### src/design/pcr_regs.vh
// offsets, field positions, reset values and timing for the phy register pair
`ifndef PCR_REGS_VH
`define PCR_REGS_VH

// register offsets from the control/status register base
`define PCR_CTRL_OFS   8'hb4
`define PCR_STAT_OFS   8'hb8

// control word field positions
`define PCR_C_RST      15
`define PCR_C_LPBK     14
`define PCR_C_SPD      13
`define PCR_C_AUTONEG_ENABLE     12
`define PCR_C_PD       11
`define PCR_C_AUTONEG_RESTART     9
`define PCR_C_DPX      8
`define PCR_C_COLT     7

// status word field positions
`define PCR_S_ANC      5
`define PCR_S_RF       4
`define PCR_S_LINK     2
`define PCR_S_JAB      1

// control word reset value: speed 100 and negotiation enabled
`define PCR_CTRL_RST   16'h3000
// status fixed ability bits: 14..11, 3 and extended-register bit 0
`define PCR_STAT_FIXED 16'h7809

// timing
`define PCR_CLK_NS     100
`define PCR_PHY_SOFT_RESET_NS    2000
`define PCR_AUTONEG_RESTART_NS    100
`define PCR_PHY_SOFT_RESET_CYC   ((`PCR_PHY_SOFT_RESET_NS + `PCR_CLK_NS - 1) / `PCR_CLK_NS)
`define PCR_AUTONEG_RESTART_CYC   ((`PCR_AUTONEG_RESTART_NS + `PCR_CLK_NS - 1) / `PCR_CLK_NS)

`endif

### src/design/pcr_sync.v
// two-flop synchroniser for a bundle of pin-level inputs
module pcr_sync #(
  parameter W = 1
) (
  // clock and reset
  input  wire         clk,
  input  wire         arst_n,
  // asynchronous levels in, synchronised levels out
  input  wire [W-1:0] d,
  output wire [W-1:0] q
);

  reg [W-1:0] meta_q;
  reg [W-1:0] sync_q;

  // first stage feeds only the second stage
  always @(posedge clk or negedge arst_n) begin
    if (!arst_n) begin
      meta_q <= {W{1'b0}};
      sync_q <= {W{1'b0}};
    end else begin
      meta_q <= d;
      sync_q <= meta_q;
    end
  end

  assign q = sync_q;

endmodule // pcr_sync

### src/design/pcr_seq.v
// retriggerable fixed-length timer: active for CYCLES cycles, then done pulse
module pcr_seq #(
  parameter CYCLES = 1
) (
  // clock and reset
  input  wire clk,
  input  wire arst_n,
  // start pulse, busy level, end pulse
  input  wire start,
  output wire active,
  output wire done
);

  localparam [31:0] LOAD = CYCLES - 1;

  reg [15:0] cnt_q;
  reg        active_q;
  reg        done_q;

  // a fresh start while busy reloads the count instead of being lost
  always @(posedge clk or negedge arst_n) begin
    if (!arst_n) begin
      cnt_q    <= 16'h0000;
      active_q <= 1'b0;
      done_q   <= 1'b0;
    end else if (start) begin
      cnt_q    <= LOAD[15:0];
      active_q <= 1'b1;
      done_q   <= 1'b0;
    end else if (active_q) begin
      if (cnt_q == 16'h0000) begin
        active_q <= 1'b0;
        done_q   <= 1'b1;
      end else begin
        cnt_q    <= cnt_q - 16'h0001;
        done_q   <= 1'b0;
      end
    end else begin
      done_q <= 1'b0;
    end
  end

  assign active = active_q;
  assign done   = done_q;

endmodule // pcr_seq

### src/design/pcr_top.v
// transceiver control and status word pair with phy control outputs
`include "pcr_regs.vh"

module pcr_top (
  // clock and reset
  input  wire        clk,
  input  wire        arst_n,
  // register access, double words only
  input  wire [7:0]  reg_addr,
  input  wire        reg_wr,
  input  wire        reg_rd,
  input  wire [31:0] reg_wdata,
  output wire [31:0] reg_rdata,
  output wire        reg_ack,
  // transceiver status pins, asynchronous
  input  wire        phy_link_up,
  input  wire        phy_remote_fault,
  input  wire        phy_jabber,
  input  wire        phy_an_done,
  input  wire        phy_an_speed_100,
  input  wire        phy_an_full_duplex,
  // transceiver controls
  output wire        phy_reset_out,
  output wire        phy_loopback_select,
  output wire        phy_speed_100,
  output wire        phy_full_duplex,
  output wire        phy_an_enable,
  output wire        phy_an_restart,
  output wire        phy_power_down,
  output wire        phy_collision_test
);

  // transceiver operating states
  localparam [4:0] ST_RST   = 5'h01;
  localparam [4:0] ST_OFF   = 5'h02;
  localparam [4:0] ST_NEG   = 5'h04;
  localparam [4:0] ST_FIX   = 5'h08;
  localparam [4:0] ST_UP    = 5'h10;

  // ---------------------------------------------------------------
  // pin synchronisation
  wire [5:0] pins_s;
  wire       link_s;
  wire       rfault_s;
  wire       jab_s;
  wire       an_done_s;
  wire       an_spd_s;
  wire       an_dpx_s;

  pcr_sync #(
    .W (6)
  ) u_sync (
    .clk    (clk),
    .arst_n (arst_n),
    .d      ({phy_an_full_duplex, phy_an_speed_100, phy_an_done,
              phy_jabber, phy_remote_fault, phy_link_up}),
    .q      (pins_s)
  );

  assign link_s    = pins_s[0];
  assign rfault_s  = pins_s[1];
  assign jab_s     = pins_s[2];
  assign an_done_s = pins_s[3];
  assign an_spd_s  = pins_s[4];
  assign an_dpx_s  = pins_s[5];

  // ---------------------------------------------------------------
  // address decode; only the low 16 bits of a write carry data
  wire ctrl_hit;
  wire stat_hit;
  wire ctrl_wr;
  wire stat_rd;

  assign ctrl_hit = (reg_addr == `PCR_CTRL_OFS);
  assign stat_hit = (reg_addr == `PCR_STAT_OFS);
  assign ctrl_wr  = reg_wr & ctrl_hit;
  assign stat_rd  = reg_rd & stat_hit;

  // ---------------------------------------------------------------
  // control word fields
  reg ctl_rst_q;
  reg ctl_lpbk_q;
  reg ctl_spd_q;
  reg ctl_autoneg_enable_q;
  reg ctl_pd_q;
  reg ctl_autoneg_restart_q;
  reg ctl_dpx_q;
  reg ctl_colt_q;

  wire rst_start;
  wire rst_active;
  wire rst_done;
  wire autoneg_restart_start;
  wire autoneg_restart_active;
  wire autoneg_restart_done;

  assign rst_start  = ctrl_wr & reg_wdata[`PCR_C_RST];
  assign autoneg_restart_start = ctrl_wr & reg_wdata[`PCR_C_AUTONEG_RESTART];

  // soft reset hold time
  pcr_seq #(
    .CYCLES (`PCR_PHY_SOFT_RESET_CYC)
  ) u_rst_seq (
    .clk    (clk),
    .arst_n (arst_n),
    .start  (rst_start),
    .active (rst_active),
    .done   (rst_done)
  );

  // negotiation restart pulse length
  pcr_seq #(
    .CYCLES (`PCR_AUTONEG_RESTART_CYC)
  ) u_autoneg_restart_seq (
    .clk    (clk),
    .arst_n (arst_n),
    .start  (autoneg_restart_start),
    .active (autoneg_restart_active),
    .done   (autoneg_restart_done)
  );

  // plain read/write fields; reserved bits are simply not stored
  always @(posedge clk or negedge arst_n) begin
    if (!arst_n) begin
      ctl_lpbk_q <= 1'b0;
      ctl_spd_q  <= 1'b1;
      ctl_autoneg_enable_q <= 1'b1;
      ctl_pd_q   <= 1'b0;
      ctl_dpx_q  <= 1'b0;
      ctl_colt_q <= 1'b0;
    end else if (ctrl_wr) begin
      ctl_lpbk_q <= reg_wdata[`PCR_C_LPBK];
      ctl_spd_q  <= reg_wdata[`PCR_C_SPD];
      ctl_autoneg_enable_q <= reg_wdata[`PCR_C_AUTONEG_ENABLE];
      ctl_pd_q   <= reg_wdata[`PCR_C_PD];
      ctl_dpx_q  <= reg_wdata[`PCR_C_DPX];
      ctl_colt_q <= reg_wdata[`PCR_C_COLT];
    end
  end

  // self-clearing bits; a new write of one beats the clearing done
  always @(posedge clk or negedge arst_n) begin
    if (!arst_n) begin
      ctl_rst_q  <= 1'b0;
      ctl_autoneg_restart_q <= 1'b0;
    end else begin
      if (rst_start) begin
        ctl_rst_q <= 1'b1;
      end else if (rst_done) begin
        ctl_rst_q <= 1'b0;
      end
      if (autoneg_restart_start) begin
        ctl_autoneg_restart_q <= 1'b1;
      end else if (autoneg_restart_done) begin
        ctl_autoneg_restart_q <= 1'b0;
      end
    end
  end

  // ---------------------------------------------------------------
  // speed and duplex in force: negotiated result or forced bits
  wire spd_eff;
  wire dpx_eff;

  assign spd_eff = ctl_autoneg_enable_q ? an_spd_s : ctl_spd_q;
  assign dpx_eff = ctl_autoneg_enable_q ? an_dpx_s : ctl_dpx_q;

  // ---------------------------------------------------------------
  // transceiver state; soft reset outranks power-down
  reg [4:0] state_q;
  reg [4:0] state_d;

  always @* begin
    state_d = state_q;
    if (rst_active) begin
      state_d = ST_RST;
    end else if (ctl_pd_q) begin
      state_d = ST_OFF;
    end else begin
      case (state_q)
        ST_RST, ST_OFF: begin
          state_d = ctl_autoneg_enable_q ? ST_NEG : ST_FIX;
        end
        ST_NEG: begin
          if (!ctl_autoneg_enable_q) begin
            state_d = ST_FIX;
          end else if (!autoneg_restart_active && an_done_s) begin
            state_d = ST_UP;
          end
        end
        ST_UP: begin
          if (!ctl_autoneg_enable_q) begin
            state_d = ST_FIX;
          end else if (autoneg_restart_active || !an_done_s) begin
            state_d = ST_NEG;
          end
        end
        ST_FIX: begin
          if (ctl_autoneg_enable_q) begin
            state_d = ST_NEG;
          end
        end
        default: begin
          state_d = ST_RST;
        end
      endcase
    end
  end

  always @(posedge clk or negedge arst_n) begin
    if (!arst_n) begin
      state_q <= ST_RST;
    end else begin
      state_q <= state_d;
    end
  end

  // ---------------------------------------------------------------
  // registered transceiver controls
  reg phy_rst_q;
  reg phy_lpbk_q;
  reg phy_spd_q;
  reg phy_dpx_q;
  reg phy_autoneg_enable_q;
  reg phy_autoneg_restart_q;
  reg phy_pd_q;
  reg phy_colt_q;

  always @(posedge clk or negedge arst_n) begin
    if (!arst_n) begin
      phy_rst_q  <= 1'b1;
      phy_lpbk_q <= 1'b0;
      phy_spd_q  <= 1'b1;
      phy_dpx_q  <= 1'b0;
      phy_autoneg_enable_q <= 1'b1;
      phy_autoneg_restart_q <= 1'b0;
      phy_pd_q   <= 1'b0;
      phy_colt_q <= 1'b0;
    end else begin
      phy_rst_q  <= (state_d == ST_RST);
      phy_lpbk_q <= ctl_lpbk_q;
      phy_spd_q  <= spd_eff;
      phy_dpx_q  <= dpx_eff;
      phy_autoneg_enable_q <= ctl_autoneg_enable_q;
      phy_autoneg_restart_q <= autoneg_restart_active & ctl_autoneg_enable_q;
      phy_pd_q   <= (state_d == ST_OFF);
      phy_colt_q <= ctl_colt_q;
    end
  end

  // ---------------------------------------------------------------
  // latched status; a pin event in the read cycle beats the clear
  reg  rf_q;
  reg  link_q;
  reg  jab_q;
  wire link_ok;

  // link counts as failed while the transceiver is held or off
  assign link_ok = link_s & (state_q != ST_RST) & (state_q != ST_OFF);

  always @(posedge clk or negedge arst_n) begin
    if (!arst_n) begin
      rf_q   <= 1'b0;
      link_q <= 1'b0;
      jab_q  <= 1'b0;
    end else begin
      if (rfault_s) begin
        rf_q <= 1'b1;
      end else if (stat_rd) begin
        rf_q <= 1'b0;
      end
      if (!link_ok) begin
        link_q <= 1'b0;
      end else if (stat_rd) begin
        link_q <= 1'b1;
      end
      if (jab_s && !spd_eff) begin
        jab_q <= 1'b1;
      end else if (stat_rd) begin
        jab_q <= 1'b0;
      end
    end
  end

  // ---------------------------------------------------------------
  // read views; reserved bits are constant zero
  wire [15:0] ctrl_view;
  wire [15:0] stat_view;
  reg  [15:0] rd_word;

  assign ctrl_view = {ctl_rst_q, ctl_lpbk_q, ctl_spd_q, ctl_autoneg_enable_q,
                      ctl_pd_q, 1'b0, ctl_autoneg_restart_q, ctl_dpx_q,
                      ctl_colt_q, 7'h00};

  // fixed abilities ored with live bits; writes never reach here
  assign stat_view = `PCR_STAT_FIXED
                   | {10'h000, (state_q == ST_UP), rf_q,
                      1'b0, link_q, jab_q, 1'b0};

  always @* begin
    rd_word = 16'h0000;
    if (ctrl_hit) begin
      rd_word = ctrl_view;
    end else if (stat_hit) begin
      rd_word = stat_view;
    end
  end

  // answer one cycle after the strobe; unmapped reads return zero
  reg [31:0] rdata_q;
  reg        ack_q;

  always @(posedge clk or negedge arst_n) begin
    if (!arst_n) begin
      rdata_q <= 32'h00000000;
      ack_q   <= 1'b0;
    end else begin
      ack_q <= reg_rd | reg_wr;
      if (reg_rd) begin
        rdata_q <= {16'h0000, rd_word};
      end
    end
  end

  // ---------------------------------------------------------------
  // outputs, all from flops
  assign reg_rdata           = rdata_q;
  assign reg_ack             = ack_q;
  assign phy_reset_out       = phy_rst_q;
  assign phy_loopback_select = phy_lpbk_q;
  assign phy_speed_100       = phy_spd_q;
  assign phy_full_duplex     = phy_dpx_q;
  assign phy_an_enable       = phy_autoneg_enable_q;
  assign phy_an_restart      = phy_autoneg_restart_q;
  assign phy_power_down      = phy_pd_q;
  assign phy_collision_test  = phy_colt_q;

endmodule // pcr_top

### config.mk
export PLATFORM = sky130hd
export DESIGN_NAME = pcr_top
export DESIGN_NICKNAME = d
export VERILOG_FILES = /design/src/design/pcr_sync.v /design/src/design/pcr_seq.v /design/src/design/pcr_top.v
export VERILOG_INCLUDE_DIRS = /design/src /design/src/design
export SDC_FILE = /design/constraint.sdc
export NUM_CORES = 1
export LEC_CHECK = 0
export BUFFER_PORTS_ARGS = -buffer_cell sky130_fd_sc_hd__buf_4
export CORE_UTILIZATION = 43
export DETAILED_ROUTE_END_ITERATION = 16
export MAX_ROUTING_LAYER = met4
export PLACE_DENSITY = 0.74
export SYNTH_ARGS = -nofsm -noshare
export SYNTH_HDL_FRONTEND = slang
export SYNTH_SLANG_ARGS = --single-unit
export TNS_END_PERCENT = 20
### constraint.sdc
create_clock -name clk -period 2 [get_ports clk]
set_input_delay 0.4 -clock clk [delete_from_list [all_inputs] [get_ports clk]]
set_output_delay 0.4 -clock clk [all_outputs]
set_load 0.02 [all_outputs]
After elaboration in Yosys (flattened, before gate mapping):

Cells that the tools add are included.

* add/subtract/negate cells: 2
* equality and inequality tests: 14
* muxes and demuxes: 40
* bitwise logic cells: 8
* reductions and logical operators: 17

Operator list (count)
* two-way mux 16 bit: 7
* two-way mux 5 bit: 7
* zero test 16 bit: 2
* subtractor 16 x 1 -> 16 bit (second input constant): 2
* two-way mux 1 bit: 23
* case mux 5 bit (4 select lines): 1
* equality test 8 bit (second input constant): 2
* two-way mux 15 bit: 1
* nonzero test 2 bit: 6
* equality test 5 x 1 -> 1 bit (second input constant): 2
* equality test 5 x 2 -> 1 bit (second input constant): 2
* AND 1 bit: 7
* inequality test 2 bit (second input constant): 3
* equality test 5 x 3 -> 1 bit (second input constant): 1
* equality test 5 x 4 -> 1 bit (second input constant): 1
* equality test 5 bit (second input constant): 1
* inequality test 5 x 1 -> 1 bit (second input constant): 1
* inequality test 5 x 2 -> 1 bit (second input constant): 1
* two-way mux 4 bit: 1
* AND reduction 2 bit: 2
* zero test 1 bit: 3
* logical AND 1 bit: 2
* OR reduction 2 bit: 1
* logical OR 1 bit: 1
* OR 1 bit: 1

* register bits: 89
* input port bits: 50
* output and inout port bits: 41

Longest topological paths before layout:

Gate-level depths: netlist (run 1).

* depth in word-level cells: 8
* gate-level depth with buffers: 7
* mapped depth without buffers: 6

Hierarchy:

A second synthesis (run 1) with hierarchy kept.

* cell total of the unflattened synthesis: 413
* area, all modules: 4216.5 sq um

Modules (own cells, without submodules)
* pcr_top: times used 1, cells an instance 177, area each 1806.7 sq um, seq. area each 958.4 sq um
* pcr_seq at u_rst_seq: times used 1, cells an instance 111, area each 1061.0 sq um, seq. area each 450.4 sq um
* pcr_seq at u_autoneg_restart_seq: times used 1, cells an instance 113, area each 1048.5 sq um, seq. area each 450.4 sq um
* pcr_sync: times used 1, cells an instance 12, area each 300.3 sq um, seq. area each 300.3 sq um

Worst setup path before layout (run 1):

OpenSTA, ideal clock, no wires.

* kind: register to register
* from: register u_autoneg_restart_seq.cnt_q[0]
* to: register u_autoneg_restart_seq.cnt_q[0]
* library setup time: 0.138 ns
* data arrival time: 2.004 ns
* setup slack: -0.142 ns
* stages on the path, launching flop included: 7
* path buffers: 0
* path through: dfrtp_1 -> inv_1 -> ha_1 -> or4b_2 -> nor4_1 -> or3_1 -> a21oi_1

* longest elaborated chain between the ends: 4

Ends and longest elaborated chain
* from (decl): RTL line pcr_seq.v:16 `reg [15:0] cnt_q;`
* from (signal assigned): RTL line pcr_seq.v:27 `cnt_q <= LOAD[15:0];`
* from (signal assigned): RTL line pcr_seq.v:35 `cnt_q <= cnt_q - 16'h0001;`
* subtractor 16 x 1 -> 16 bit: RTL line pcr_seq.v:35
* two-way mux 16 bit: RTL line pcr_seq.v:31 `if (cnt_q == 16'h0000) begin`
* two-way mux 16 bit: RTL line pcr_seq.v:30 `end else if (active_q) begin`
* two-way mux 16 bit: RTL line pcr_seq.v:26 `end else if (start) begin`

Parallel ways exist; a longest one is shown, timed or not. The select of a mux whose other input is x is not followed.
A chain may end at the register's enable or synchronous reset.

Worst setup path in the final report (run 1):

* from: register u_autoneg_restart_seq.cnt_q[9]
* to: register u_autoneg_restart_seq.cnt_q[12]

The elaborated chain is that of the path after synthesis.

==> results.md, run 1 <==
- Along the worst path, the maximum fanout reaches 7.
- The tightest min-delay check is of the primary input to flip-flop type.
- The starting utilization of the core area is 44.7%.
- The H-tree depth is 3.
- Summed over all cells, the static leakage comes to 0.00214 uW.
- Detailed routing inserted a total of between 3,000 and 4,000 vias.
- The total wire length after detailed routing is 8090 um.
- The total design power is about 4200 uW.
- The post-detailed-placement half-perimeter wirelength is 5860 um.
- The final-report hold violation count is 0.
- Setup total negative slack on the finished layout was measured at -0.00350 ns.
- IR analysis of the VDD net gives a maximum drop of about 0.44 mV.
- For the worst-skew pair, the clock arrives at the later sink with an insertion delay of approximately 0.35 ns.
- The pin count of the biggest net entering global routing is 43.
- The number of storage elements in the synthesis netlist is 86.
- From bottom edge to top edge, the die measures 97.5 um.
- The first TritonRoute pass finished after 4 iterations.
- The detail-routed via count per cell is between 5 and 6.
- The pre-CTS worst setup slack is -0.0303 ns.
- TritonCTS built the clock tree.
- The shortest clock period the worst path allows after layout is approximately 2.0 ns.
- The number of buffer and inverter instances along the worst setup path is 0.
- The placed standard-cell area is 4600 um2.
- The number of warning messages in the yosys log is 0.
- The initial antenna violation count is 0.
- Sequential cells were found to cover a little under three fifths of the synthesized design area.
- The number of global-route vias before repair is between 2,000 and 3,000.
- The worst setup path is launched from a flip-flop.
- The synthesized netlist occupies a cell area of between 3000 and 4000 um2.
- The clock passes through at most 2 buffers.
- The average routed wire per standard cell is roughly 15 um.
- Once routing completed, OpenROAD measured the worst setup slack at -0.00350 ns.
- For this run, the slowest stage of the critical path takes 0.58 ns.
- The finished cells cover slightly below 5000 um2.
- Walking the worst path, the cells encountered are or4_4 -> or3_4 -> or4b_4 -> a21oi_2.
- The average cell area after synthesis is 11.3 um2.
- From left edge to right edge, the die measures 97.5 um.
- The post-route netlist has about a third of its cells at a drive strength greater than 1.
- The number of synthesized flops with an enable pin is 0.
- The first global-routing pass estimated roughly 14,000 um of wire.
- Yosys attributes the largest share of cell area to dfrtp_1 (51%), dfstp_2 (4.0%), buf_4 (3.6%), a21oi_1 (2.8%), mux2_2 (2.3%).
- The residual antenna-violating net count after detailed routing is 0.
- The total core area is roughly 9000 um2.
- The flow ran to the end, but the final reports show violations.
- The global router's overall resource usage is between 10% and 20%.
- In this run, distinct cell masters in the synthesized netlist total 60.
- The growth of design area from synthesis to finish is 23.8%.
- STA classifies the critical path endpoint as a flip-flop.
- The max-cap violation count is 0.
- After global routing the overflow that remains totals 0.
- The layout filler cell count is 742.
- The number of standard-cell rows in the floorplan is 34.
- The number of antenna cells inserted is 0.
- The synthesized instance count is ~350.
- Clock skew on the completed layout was measured at 0.00905 ns.
- Setup violations remaining at the end of the flow were counted as 1.
- The highest clock rate is 499 MHz.
- The clock root buffer is clkbuf_8.
- The checks that failed: setup timing.
- The prevailing post-synth register cell is dfrtp_1.
- For this design the ratio of total power to cell area is between 800 and 900 nW/um2.
- Leaving out fill and tap cells, the most frequent cells in the layout are buf_4 (88), dfrtp_1 (80), a21oi_1 (21).
- The part of the cycle the worst path needs is 100%.
- Final hold analysis gives a worst-case slack of around 0.15 ns.
- The critical path's top delay family is simple AND/OR/NAND/NOR gates.
- The net count reported at finish is 486.
- For this block, the initial DRC count from the detailed router was 176.
- The top-area cell type share of the netlist area is ~51%.
- The relative max-transition margin is roughly three fifths.
- For this run, design rule violations remaining after detail routing come to 0.
- The count of buffers from port buffering is 48.
- The library cell used most frequently in the layout, excluding fill and tap cells, is buf_4.
- The cell at the slowest stage of the critical path is or4_4.
- At the pin with the least slew margin, the transition time is ~0.57 ns.
- The number of max-slew violations in the final report is 0.
- The worst register-to-register path has a setup slack of -0.004 ns.
- The die covers between 9000 and 10,000 um2.
- The number of buffers created by CTS is 9.
- The tree built by TritonCTS fans out to 86 sinks.
- Setup repair after global routing could not meet its margin everywhere.
- The worst setup path category is flip-flop to flip-flop.
- STA puts the critical path data required time at ~2.3 ns.
- The number of I/O pins is between 90 and 100.
- The clock-pin slew of the registers on the worst-case setup and hold paths is ~0.1 ns.
- The signal arrival time at the worst endpoint is 2.29 ns.
- For this run, asynchronously set or reset flops after synthesis account for 100%.
- Routability-driven placement finished with a final weighted congestion of about 0.86.
- The biggest area contributor in the post-synthesis netlist is dfrtp_1.
[cells by family (layout without fill, tap and decap cells)]
kind of cell	Yosys count	after routing	share of synthesized area, %
XOR/XNOR	2	2	0.447
buffers and inverters	42	117	6.23
adder cells (fa/ha/maj)	2	2	0.639
AO/OA/AOI/OAI	80	80	14.1
multiplexers	12	12	3.32
flip-flops	86	86	55.1
AND/OR/NAND/NOR	122	122	20.1
other	1	18	0.0957
[final cells by class]
class | instances | area, um2 | area share [%]
clock buffers | 9 | 124 | 2.55
clock inverters | 7 | 68.8 | 1.42
inverters | 11 | 41.3 | 0.852
multi-input cells | 236 | 1630 | 33.6
flip-flops and latches | 86 | 2160 | 44.5
well taps | 108 | 135 | 2.79
repair buffers | 90 | 691 | 14.2
[worst reg2reg max path, cell delays in order, from the launching register on]
cell     delay, ns
dfrtp_1       0.40
or4_4         0.58
or3_4         0.36
or4b_4        0.49
a21oi_2       0.12
[synthesized netlist by cell type, types with 6 or more instances]
| cell | n |
|---|---|
| nor4_1 | 7 |
| dfrtp_1 | 80 |
| nand4_1 | 7 |
| o31ai_1 | 11 |
| o21ai_0 | 12 |
| clkbuf_1 | 10 |
| mux2_2 | 8 |
| dfstp_2 | 6 |
| a22o_1 | 8 |
| nor2_1 | 8 |
| nand2_1 | 18 |
| buf_4 | 19 |
| inv_1 | 11 |
| nand2b_1 | 8 |
| or3_1 | 12 |
| or4_1 | 12 |
| nor3_1 | 8 |
| a21oi_1 | 22 |
[per-layer routing]
layer / track usage [%] / vias to the layer above / share of wire (%)
li1: - / 1446 / -
met1: 23.0 / 1493 / 44
met2: 29.7 / 71 / 51
met3: 4.39 / 2 / 4.5
met4: 5.66 / 0 / 0.68
met5: - / - / 0
[sequential cells by signal (all words and copies together) (netlist names), 5 cells and up]
signal / count
u_sync.q: 6
u_sync.meta_q: 6
reg_rdata: 13
state_q: 5
u_autoneg_restart_seq.cnt_q: 16
u_rst_seq.cnt_q: 16
[final timing paths]
kind	start	depth (start not counted)	to
setup reg to reg	u_autoneg_restart_seq.cnt_q[9]$_DFFE_PN0P_	4	u_autoneg_restart_seq.cnt_q[12]$_DFFE_PN0P_
hold reg to reg	u_sync.meta_q[3]$_DFF_PN0_	0	u_sync.q[3]$_DFF_PN0_
hold / removal	phy_an_speed_100	1	u_sync.meta_q[4]$_DFF_PN0_
setup / recovery	u_autoneg_restart_seq.cnt_q[9]$_DFFE_PN0P_	4	u_autoneg_restart_seq.cnt_q[12]$_DFFE_PN0P_
max in group asynchronous	arst_n	3	ctl_spd_q$_DFFE_PN1P_
min in group asynchronous	arst_n	2	phy_power_down$_DFF_PN0_
[what timing repair did]
action | CTS | global route
hold buffers | 1 | 0
resized for setup | 3 | 7
setup buffers | 0 | 0
endpoints found under the hold margin | 26 | 0
endpoints found under the setup margin | 7 | 17
pin swaps | 2 | 4
[where the power goes]
group	internal (uW)	leakage (uW)	switching, uW
Clock	478	0.0000907	677
Combinational	468	0.00102	503
Sequential	1950	0.00103	165
[through the flow]
step                cells  utilization (%)
floorplan             364                -
global placement      530             52.5
detailed placement    530             52.5
CTS                   547             55.0
global route          547             55.3
finish                547             55.3
Note: power is estimated with default switching activity, not from simulation.
==> inputs of run 2 (changes only) <==
--- a/config.mk
+++ b/config.mk
@@ -9,2 +9,3 @@
 export BUFFER_PORTS_ARGS = -buffer_cell sky130_fd_sc_hd__buf_4
+export CORE_MARGIN = 5
 export CORE_UTILIZATION = 43
@@ -12,3 +13,3 @@
 export MAX_ROUTING_LAYER = met4
-export PLACE_DENSITY = 0.74
+export PLACE_DENSITY = 0.71
 export SYNTH_ARGS = -nofsm -noshare
==> constraint.sdc (replaced) <==
create_clock -name clk -period 2.4 [get_ports clk]
set_input_delay 0.48 -clock clk [delete_from_list [all_inputs] [get_ports clk]]
set_output_delay 0.48 -clock clk [all_outputs]
set_load 0.005 [all_outputs]
==> run 2 against run 1 <==
The run now ends clean. Fmax fell by 7.6%. Cell count fell by 5.7%. Flip-flop and latch count did not move. Critical path type unchanged. Largest power group unchanged.
==> results.md, run 2 (synthesis results as in run 1) <==
- The number of global-route vias before repair was about 2,800.
- The part of the cycle the worst path needs is about nine tenths.
- The worst register-to-register path ends at u_rst_seq.cnt_q[3]$_DFFE_PN0P_.
- After detailed routing, the average wire length per cell comes to between 15 and 20 um.
- The first-pass GRT wire length is approximately 14,000 um.
- The startpoint identified for the worst register-to-register timing path is u_rst_seq.cnt_q[8]$_DFFE_PN0P_.
- The worst-skew pair later-pin latency is 0.36 ns.
- The clock tree from TritonCTS is done.
- The launching element type of the critical path is a flip-flop.
- The library cell used most frequently in the layout, excluding fill and tap cells, is dfrtp_1.
- The shortest clock period the worst path allows after layout is between 2 and 2.5 ns.
- Setup total negative slack on the finished layout was measured at 0 ns.
- Port buffering added 48 buffers.
- The cell at the slowest stage of the critical path is or4_1.
- The pin count of the biggest net entering global routing is approximately 50.
- The starting utilization of the core area is 44.5%.
- The flow ran to the end, and the final reports show no timing, DRC or antenna violations.
- Setup repair after global routing left no endpoint under its margin.
- Measured along the x axis, the die boundary spans about 110 um.
- After detailed routing, the number of remaining DRC violations is 0.
- The repair_antennas step left the layout with diodes totalling 0.
- Cells with a size suffix above 1 make up approximately a quarter of the layout.
- The post-CTS resize count is 0.
- Data arrives at the worst endpoint at ~2.4 ns.
- Tracing the worst setup path back leads to its startpoint at u_rst_seq.cnt_q[8]$_DFFE_PN0P_.
- The die area is roughly 11,000 um2.
- In this run the worst path has a maximum fanout of 5.
- Across the routed clock network, the largest skew measured is 0.00876 ns.
- The clock share of power is 28.4%.
- For this design the static power due to leakage is approximately 0.0020 uW.
- In this run the register-to-register setup slack is ~0.23 ns.
- The H-tree depth is 3.
- The relative max-transition margin is between 50% and 60%.
- STA puts the critical path data required time at between 2 and 3 ns.
- At the pin with the least slew margin, the transition time is ~0.61 ns.
- The routed layout has between 2,000 and 3,000 vias.
- The path class of the tightest hold or removal check is primary input to async pin.
- The initial antenna violation count is 0.
- The peak supply drop is 0.307 mV.
- The number of max-slew violations in the final report is 0.
- After clock tree synthesis, the clock-pin slew on the worst setup and hold paths is around 0.090 ns.
- The top cell types in the final layout, fill and taps aside, are dfrtp_1 (80), buf_4 (58), a21oi_1 (22).
- The sequential power share is a little over half.
- The number of I/O pins is 91.
- The residual antenna-violating net count after detailed routing is 0.
- The net switching fraction of the power is 31.5%.
- Post-CTS timing repair inserted 0 buffers for setup.
- The pre-CTS worst setup slack is ~0.24 ns.
- The total design power is around 3300 uW.
- The logic depth of the worst register-to-register path is 4.
- The setup violation total in the final timing report is 0.
- The tree is rooted in a clkbuf_8.
- Wires add up to 8190 um.
- Detailed placement finished with a half-perimeter wire length of 5920 um.
- The critical path is of the flip-flop to flip-flop type.
- The highest clock rate is between 400 and 500 MHz.
- Dividing the detail-routed via count by the number of cells gives 5.65.
- The routability-driven placement congestion ratio is approximately 0.8.
- The global-route congestion overflow total is 0.
- Summed over all nets, the switching power comes to ~1100 uW.
- The number of standard-cell rows in the floorplan is 34.
- Clock tree synthesis found a total of 86 sinks.
- The internal power of the cells totals between 2000 and 2500 uW.
- The number of clock buffers added by TritonCTS is 9.
- The clock passes through at most 2 buffers.
- The core region is 8810 um2.
- The multi-input combinational cells in the finished layout cover a total of around 1600 um2.
- At the end of the flow, the number of nets in the layout was around 460.
- The die is between 100 and 150 um tall.
- The first detailed-routing pass ran for 4 iterations.
- The critical path's top delay family is simple AND/OR/NAND/NOR gates.
- The max-cap violation count is 0.
- The final-report hold violation count is 0.
- The proportion of power drawn by combinational gates is between 15 and 20%.
- Dividing total power by cell area gives a power density of about 740 nW/um2.
- The area used by sequential logic in the layout is between 2000 and 2500 um2.
- In this run, the number of DRC markers left after iteration 0 of detailed routing was between 100 and 150.
- Setup slack on the critical path of the routed design comes to ~0.23 ns.
- The number of buffer and inverter instances along the worst setup path is 0.
- The area growth from synthesis to layout is 16.1%.
- Walking the worst path, the cells encountered are or4_1 -> nor4_1 -> a2111oi_0 -> mux2i_1.
- The largest single stage delay on the critical path is approximately 0.6 ns.
- The total of hold buffers inserted after clock tree synthesis is 0.
- The layout filler cell count is ~810.
- The endpoint class of the critical path is a flip-flop.
- The global router's overall resource usage is 15.7%.
-- run 2: cell types whose count changed in the layout (fill, tap and decap cells not counted), sizes merged --
cell         change
buf             -30
clkinv           -1
clkinvlp         -1
dlygate4sd3      -1
inv              +2
-- run 2: stage by stage --
step	cell area, um2	util [%]	cells	hold WS, ns
floorplan	3980	-	364	0.184
global placement	4370	49.6	500	0.335
detailed placement	4370	49.6	500	0.335
CTS	4550	51.7	516	0.0847
global route	4550	51.7	516	0.110
finish	4550	51.7	516	0.0693
-- run 2: cell type report --
| cell class | count | share of cell area (%) |
|---|---|---|
| flip-flops and latches | 86 | 47.5 |
| multi-input cells | 236 | 34.7 |
| repair buffers | 59 | 10.0 |
| well taps | 108 | 2.97 |
| clock buffers | 9 | 2.72 |
| clock inverters | 7 | 1.24 |
| inverters | 11 | 0.908 |
-- run 2: worst max-delay path by stage --
stage / endpoint / cells past startpoint
after detailed placement: u_rst_seq.cnt_q[1]$_DFFE_PN0P_ / 6
final: u_rst_seq.cnt_q[3]$_DFFE_PN0P_ / 4
after floorplan: u_autoneg_restart_seq.cnt_q[0]$_DFFE_PN0P_ / 6
after global placement: u_rst_seq.cnt_q[3]$_DFFE_PN0P_ / 4
after CTS: u_rst_seq.cnt_q[3]$_DFFE_PN0P_ / 4
after global routing: u_rst_seq.cnt_q[3]$_DFFE_PN0P_ / 4
-- run 2: power groups by stage --
stage	combinational (uW)	clock, uW	sequential (uW)
5_1_grt	674	1050	1840
3_5_place_dp	595	0	1830
6_report	590	950	1810
2_1_floorplan	441	0	1780
4_1_cts	596	975	1800
3_3_place_gp	572	0	1820
-- run 2: per-layer routing --
metal / track usage (%) / share of wire [%] / up-vias
li1: - / - / 1384
met1: 19.9 / 45 / 1449
met2: 24.5 / 48 / 69
met3: 3.73 / 5.1 / 14
met4: 5.62 / 1.9 / 0
met5: - / 0 / -
-- run 2: worst register-to-register path, cell delays in order, from the launching register on --
cell       delay (ns)
dfrtp_1          0.44
or4_1            0.59
nor4_1           0.59
a2111oi_0        0.26
mux2i_1          0.16
==> inputs of run 3 (changes only) <==
clock period = 2.3 ns   (was 2.4 ns; I/O delays follow)
==> run 3 against run 2 <==
Non-clock buffer count rose by 3. Die area did not move. Setup slack got worse by 0.028 ns. Final area rose by 2.1%. Combinational power rose by 5.1%. Largest cell class unchanged. Largest power group unchanged.
==> results.md, run 3 (synthesis results as in run 1) <==
- The library cells used most frequently in the layout, excluding fill and tap cells, are dfrtp_1 (80), buf_4 (61), a21oi_1 (22).
- The final-report hold violation count is 0.
- The CTS sink count is 86.
- The floorplan has 34 rows.
- The static leakage is between 0.002 and 0.0025 uW.
- The number of standard cells in the final layout excluding fillers is between 500 and 600.
- The detail-routed via count per cell is around 5.6.
- The H-tree generated during clock tree synthesis spans 3 levels.
- In this run the critical register-to-register path is captured at u_autoneg_restart_seq.cnt_q[13]$_DFFE_PN0P_.
- The total non-filler cell area in the finished layout is between 4000 and 5000 um2.
- Across the run, the number of max-cap violations was 0.
- The post-detailed-placement half-perimeter wirelength is 5810 um.
- Walking the worst path, the cells encountered are or4_4 -> or2_1 -> or4b_4 -> a21oi_2.
- The detailed router used layers up to and including met4.
- The vias after detailed routing is about 2,900.
- The global router's overall resource usage is around 16%.
- The required time at the endpoint of the critical path is 2.58 ns.
- Of the cells placed in the final design, the portion with a size suffix greater than 1 is a little over a quarter.
- After detailed routing, the met2 layer carries between 3000 and 4000 um of wire.
- The number of max-slew violations in the final report is 0.
- The peak supply drop is roughly 0.38 mV.
- The launching element type of the critical path is a flip-flop.
- Counting tap cells, the placed design contains a total of ~500 instances.
- The starting utilization of the core area is between 40 and 50%.
- The endpoint class of the critical path is a flip-flop.
- The total area inside the core boundary comes to 8810 um2.
- The post-CTS resize count is 0.
- Data arrives at the worst endpoint at between 2 and 2.5 ns.
- The critical path launch point is u_autoneg_restart_seq.cnt_q[9]$_DFFE_PN0P_.
- The end point of the critical path is u_autoneg_restart_seq.cnt_q[13]$_DFFE_PN0P_.
- The highest clock rate is around 480 MHz.
- The horizontal die dimension is 105 um.
- The run finished with clean final reports.
- At the later pin of the worst-skew pair, clock insertion delay measures between 0.3 and 0.4 ns.
- The count of routing violations after the opening detailed-route iteration is roughly 220.
- The clock root buffer is clkbuf_8.
- The sum of negative setup slack is 0 ns.
- Counting cells, the worst reg-to-reg path comes to 4.
- The number of global-route vias before repair is between 2,000 and 3,000.
- The pin count of the biggest net entering global routing is 57.
- TritonCTS created 9 clock buffers.
- TritonCTS built the clock tree.
- The routability-driven placement congestion ratio is around 0.82.
- The largest single stage delay on the critical path is 0.59 ns.
- From synthesis to final layout, the design area changed by 18.5%.
- The detail route stage leaves a number of antenna-violating nets equal to 0.
- The number of remaining DRC errors is 0.
- Clock-pin slew was measured on the worst setup and hold paths at 0.09 ns.
- No sink is reached through more buffers than the 2 on the longest clock path.
- For the pin with the worst max-slew slack, the measured transition is 0.656 ns.
- Setup violations remaining at the end of the flow were counted as 0.
- For this design, the slowest cell found on the critical path is or4_4.
- After layout, the worst path uses roughly nine tenths of the clock period.
- The routed design has approximately 7900 um of wire.
- The slack of the worst reg-to-reg path is 0.20 ns.
- After global routing the overflow that remains totals 0.
- The die covers 11,100 um2.
- Between clock sinks in the finished design, the worst skew comes to about 0.009 ns.
- The number of I/O pins is just over 90.
- In this run the tool buffered the top-level ports with 48 buffer cells.
- The initial antenna violation count is 0.
- The routed metal-1 wire length is about 3500 um.
- The total power divided by cell area is roughly 800 nW/um2.
- The met3 routed wirelength is ~440 um.
- For this run, the detailed router's first-pass iteration total came to 4.
- The first global-routing pass estimated between 10,000 and 15,000 um of wire.
- In the final design database the tool counted between 400 and 500 nets.
- Leaving out fill and tap cells, the most frequent cell in the layout is dfrtp_1.
- For this design, the CTS-stage hold fixing added 0 buffers.
- The critical path is of the flip-flop to flip-flop type.
- Setup repair after global routing left no endpoint under its margin.
- After clock tree synthesis, the setup repair step added 0 buffers.
- The class of the most critical hold timing path is primary input to async pin.
- The number of antenna cells inserted is 0.
- The relative max-transition margin is a little under three fifths.
- The average routed wire per standard cell is about 15 um.
- The overall die height is approximately 110 um.
- The shortest clock period the worst path allows after layout is approximately 2.1 ns.
- The placed standard-cell area is 4390 um2.
- The startpoint identified for the worst register-to-register timing path is u_autoneg_restart_seq.cnt_q[9]$_DFFE_PN0P_.
- Along the worst path, the maximum fanout reaches 8.
-- run 3: changes by cell type in the layout (fill, tap and decap cells not counted), sizes merged --
cell / change
clkinv: -1
inv: -1
buf: +3
clkinvlp: -1
bufinv: +3
-- run 3: worst min-delay path by stage --
stage                                             end  slack, ns  depth (start not counted)
global placement                u_sync.q[1]$_DFF_PN0_       0.33                          0
CTS                   u_rst_seq.cnt_q[14]$_DFFE_PN0P_       0.03                          1
floorplan           ctl_autoneg_restart_q$_DFFE_PN0P_       0.16                          0
global route                 phy_power_down$_DFF_PN0_       0.05                          1
finish                u_rst_seq.cnt_q[10]$_DFFE_PN0P_       0.03                          1
detailed placement              u_sync.q[0]$_DFF_PN0_       0.34                          0
-- run 3: metal layers --
layer / up-vias / global-route usage [%]
met5: - / -
met4: 0 / 5.53
met3: 9 / 3.48
met2: 69 / 24.7
met1: 1416 / 19.6
li1: 1391 / -
-- run 3: area by class of cell --
type | instances | area, um2
clock buffers | 9 | 124
well taps | 108 | 135
fillers | 754 | 4160
flip-flops and latches | 86 | 2160
inverters | 11 | 41.3
multi-input cells | 236 | 1580
clock inverters | 7 | 128
repair buffers | 62 | 478
-- run 3: per-stage QoR --
stage,setup WS (ns),hold slack [ns],utilization (%),power (uW)
final,0.204,0.0342,52.7,3810
after global routing,0.0344,0.0490,52.7,4040
after CTS,0.206,0.0319,52.7,3850
after detailed placement,0.208,0.336,49.9,2540
after global placement,0.221,0.332,49.9,2500
after floorplan,0.158,0.164,-,2320
-- run 3: where the power goes --
part           switching (uW)  internal, uW  total, uW
clock                     564           738       1300
combinational             321           300        620
sequential                196          1690       1890
total                    1080          2730       3810
-- run 3: critical path: cells and delay by family, from the launching register on --
kind,cells,cell delay (ns)
flip-flops,1,0.41
AO/OA/AOI/OAI,1,0.14
AND/OR/NAND/NOR,3,1.48
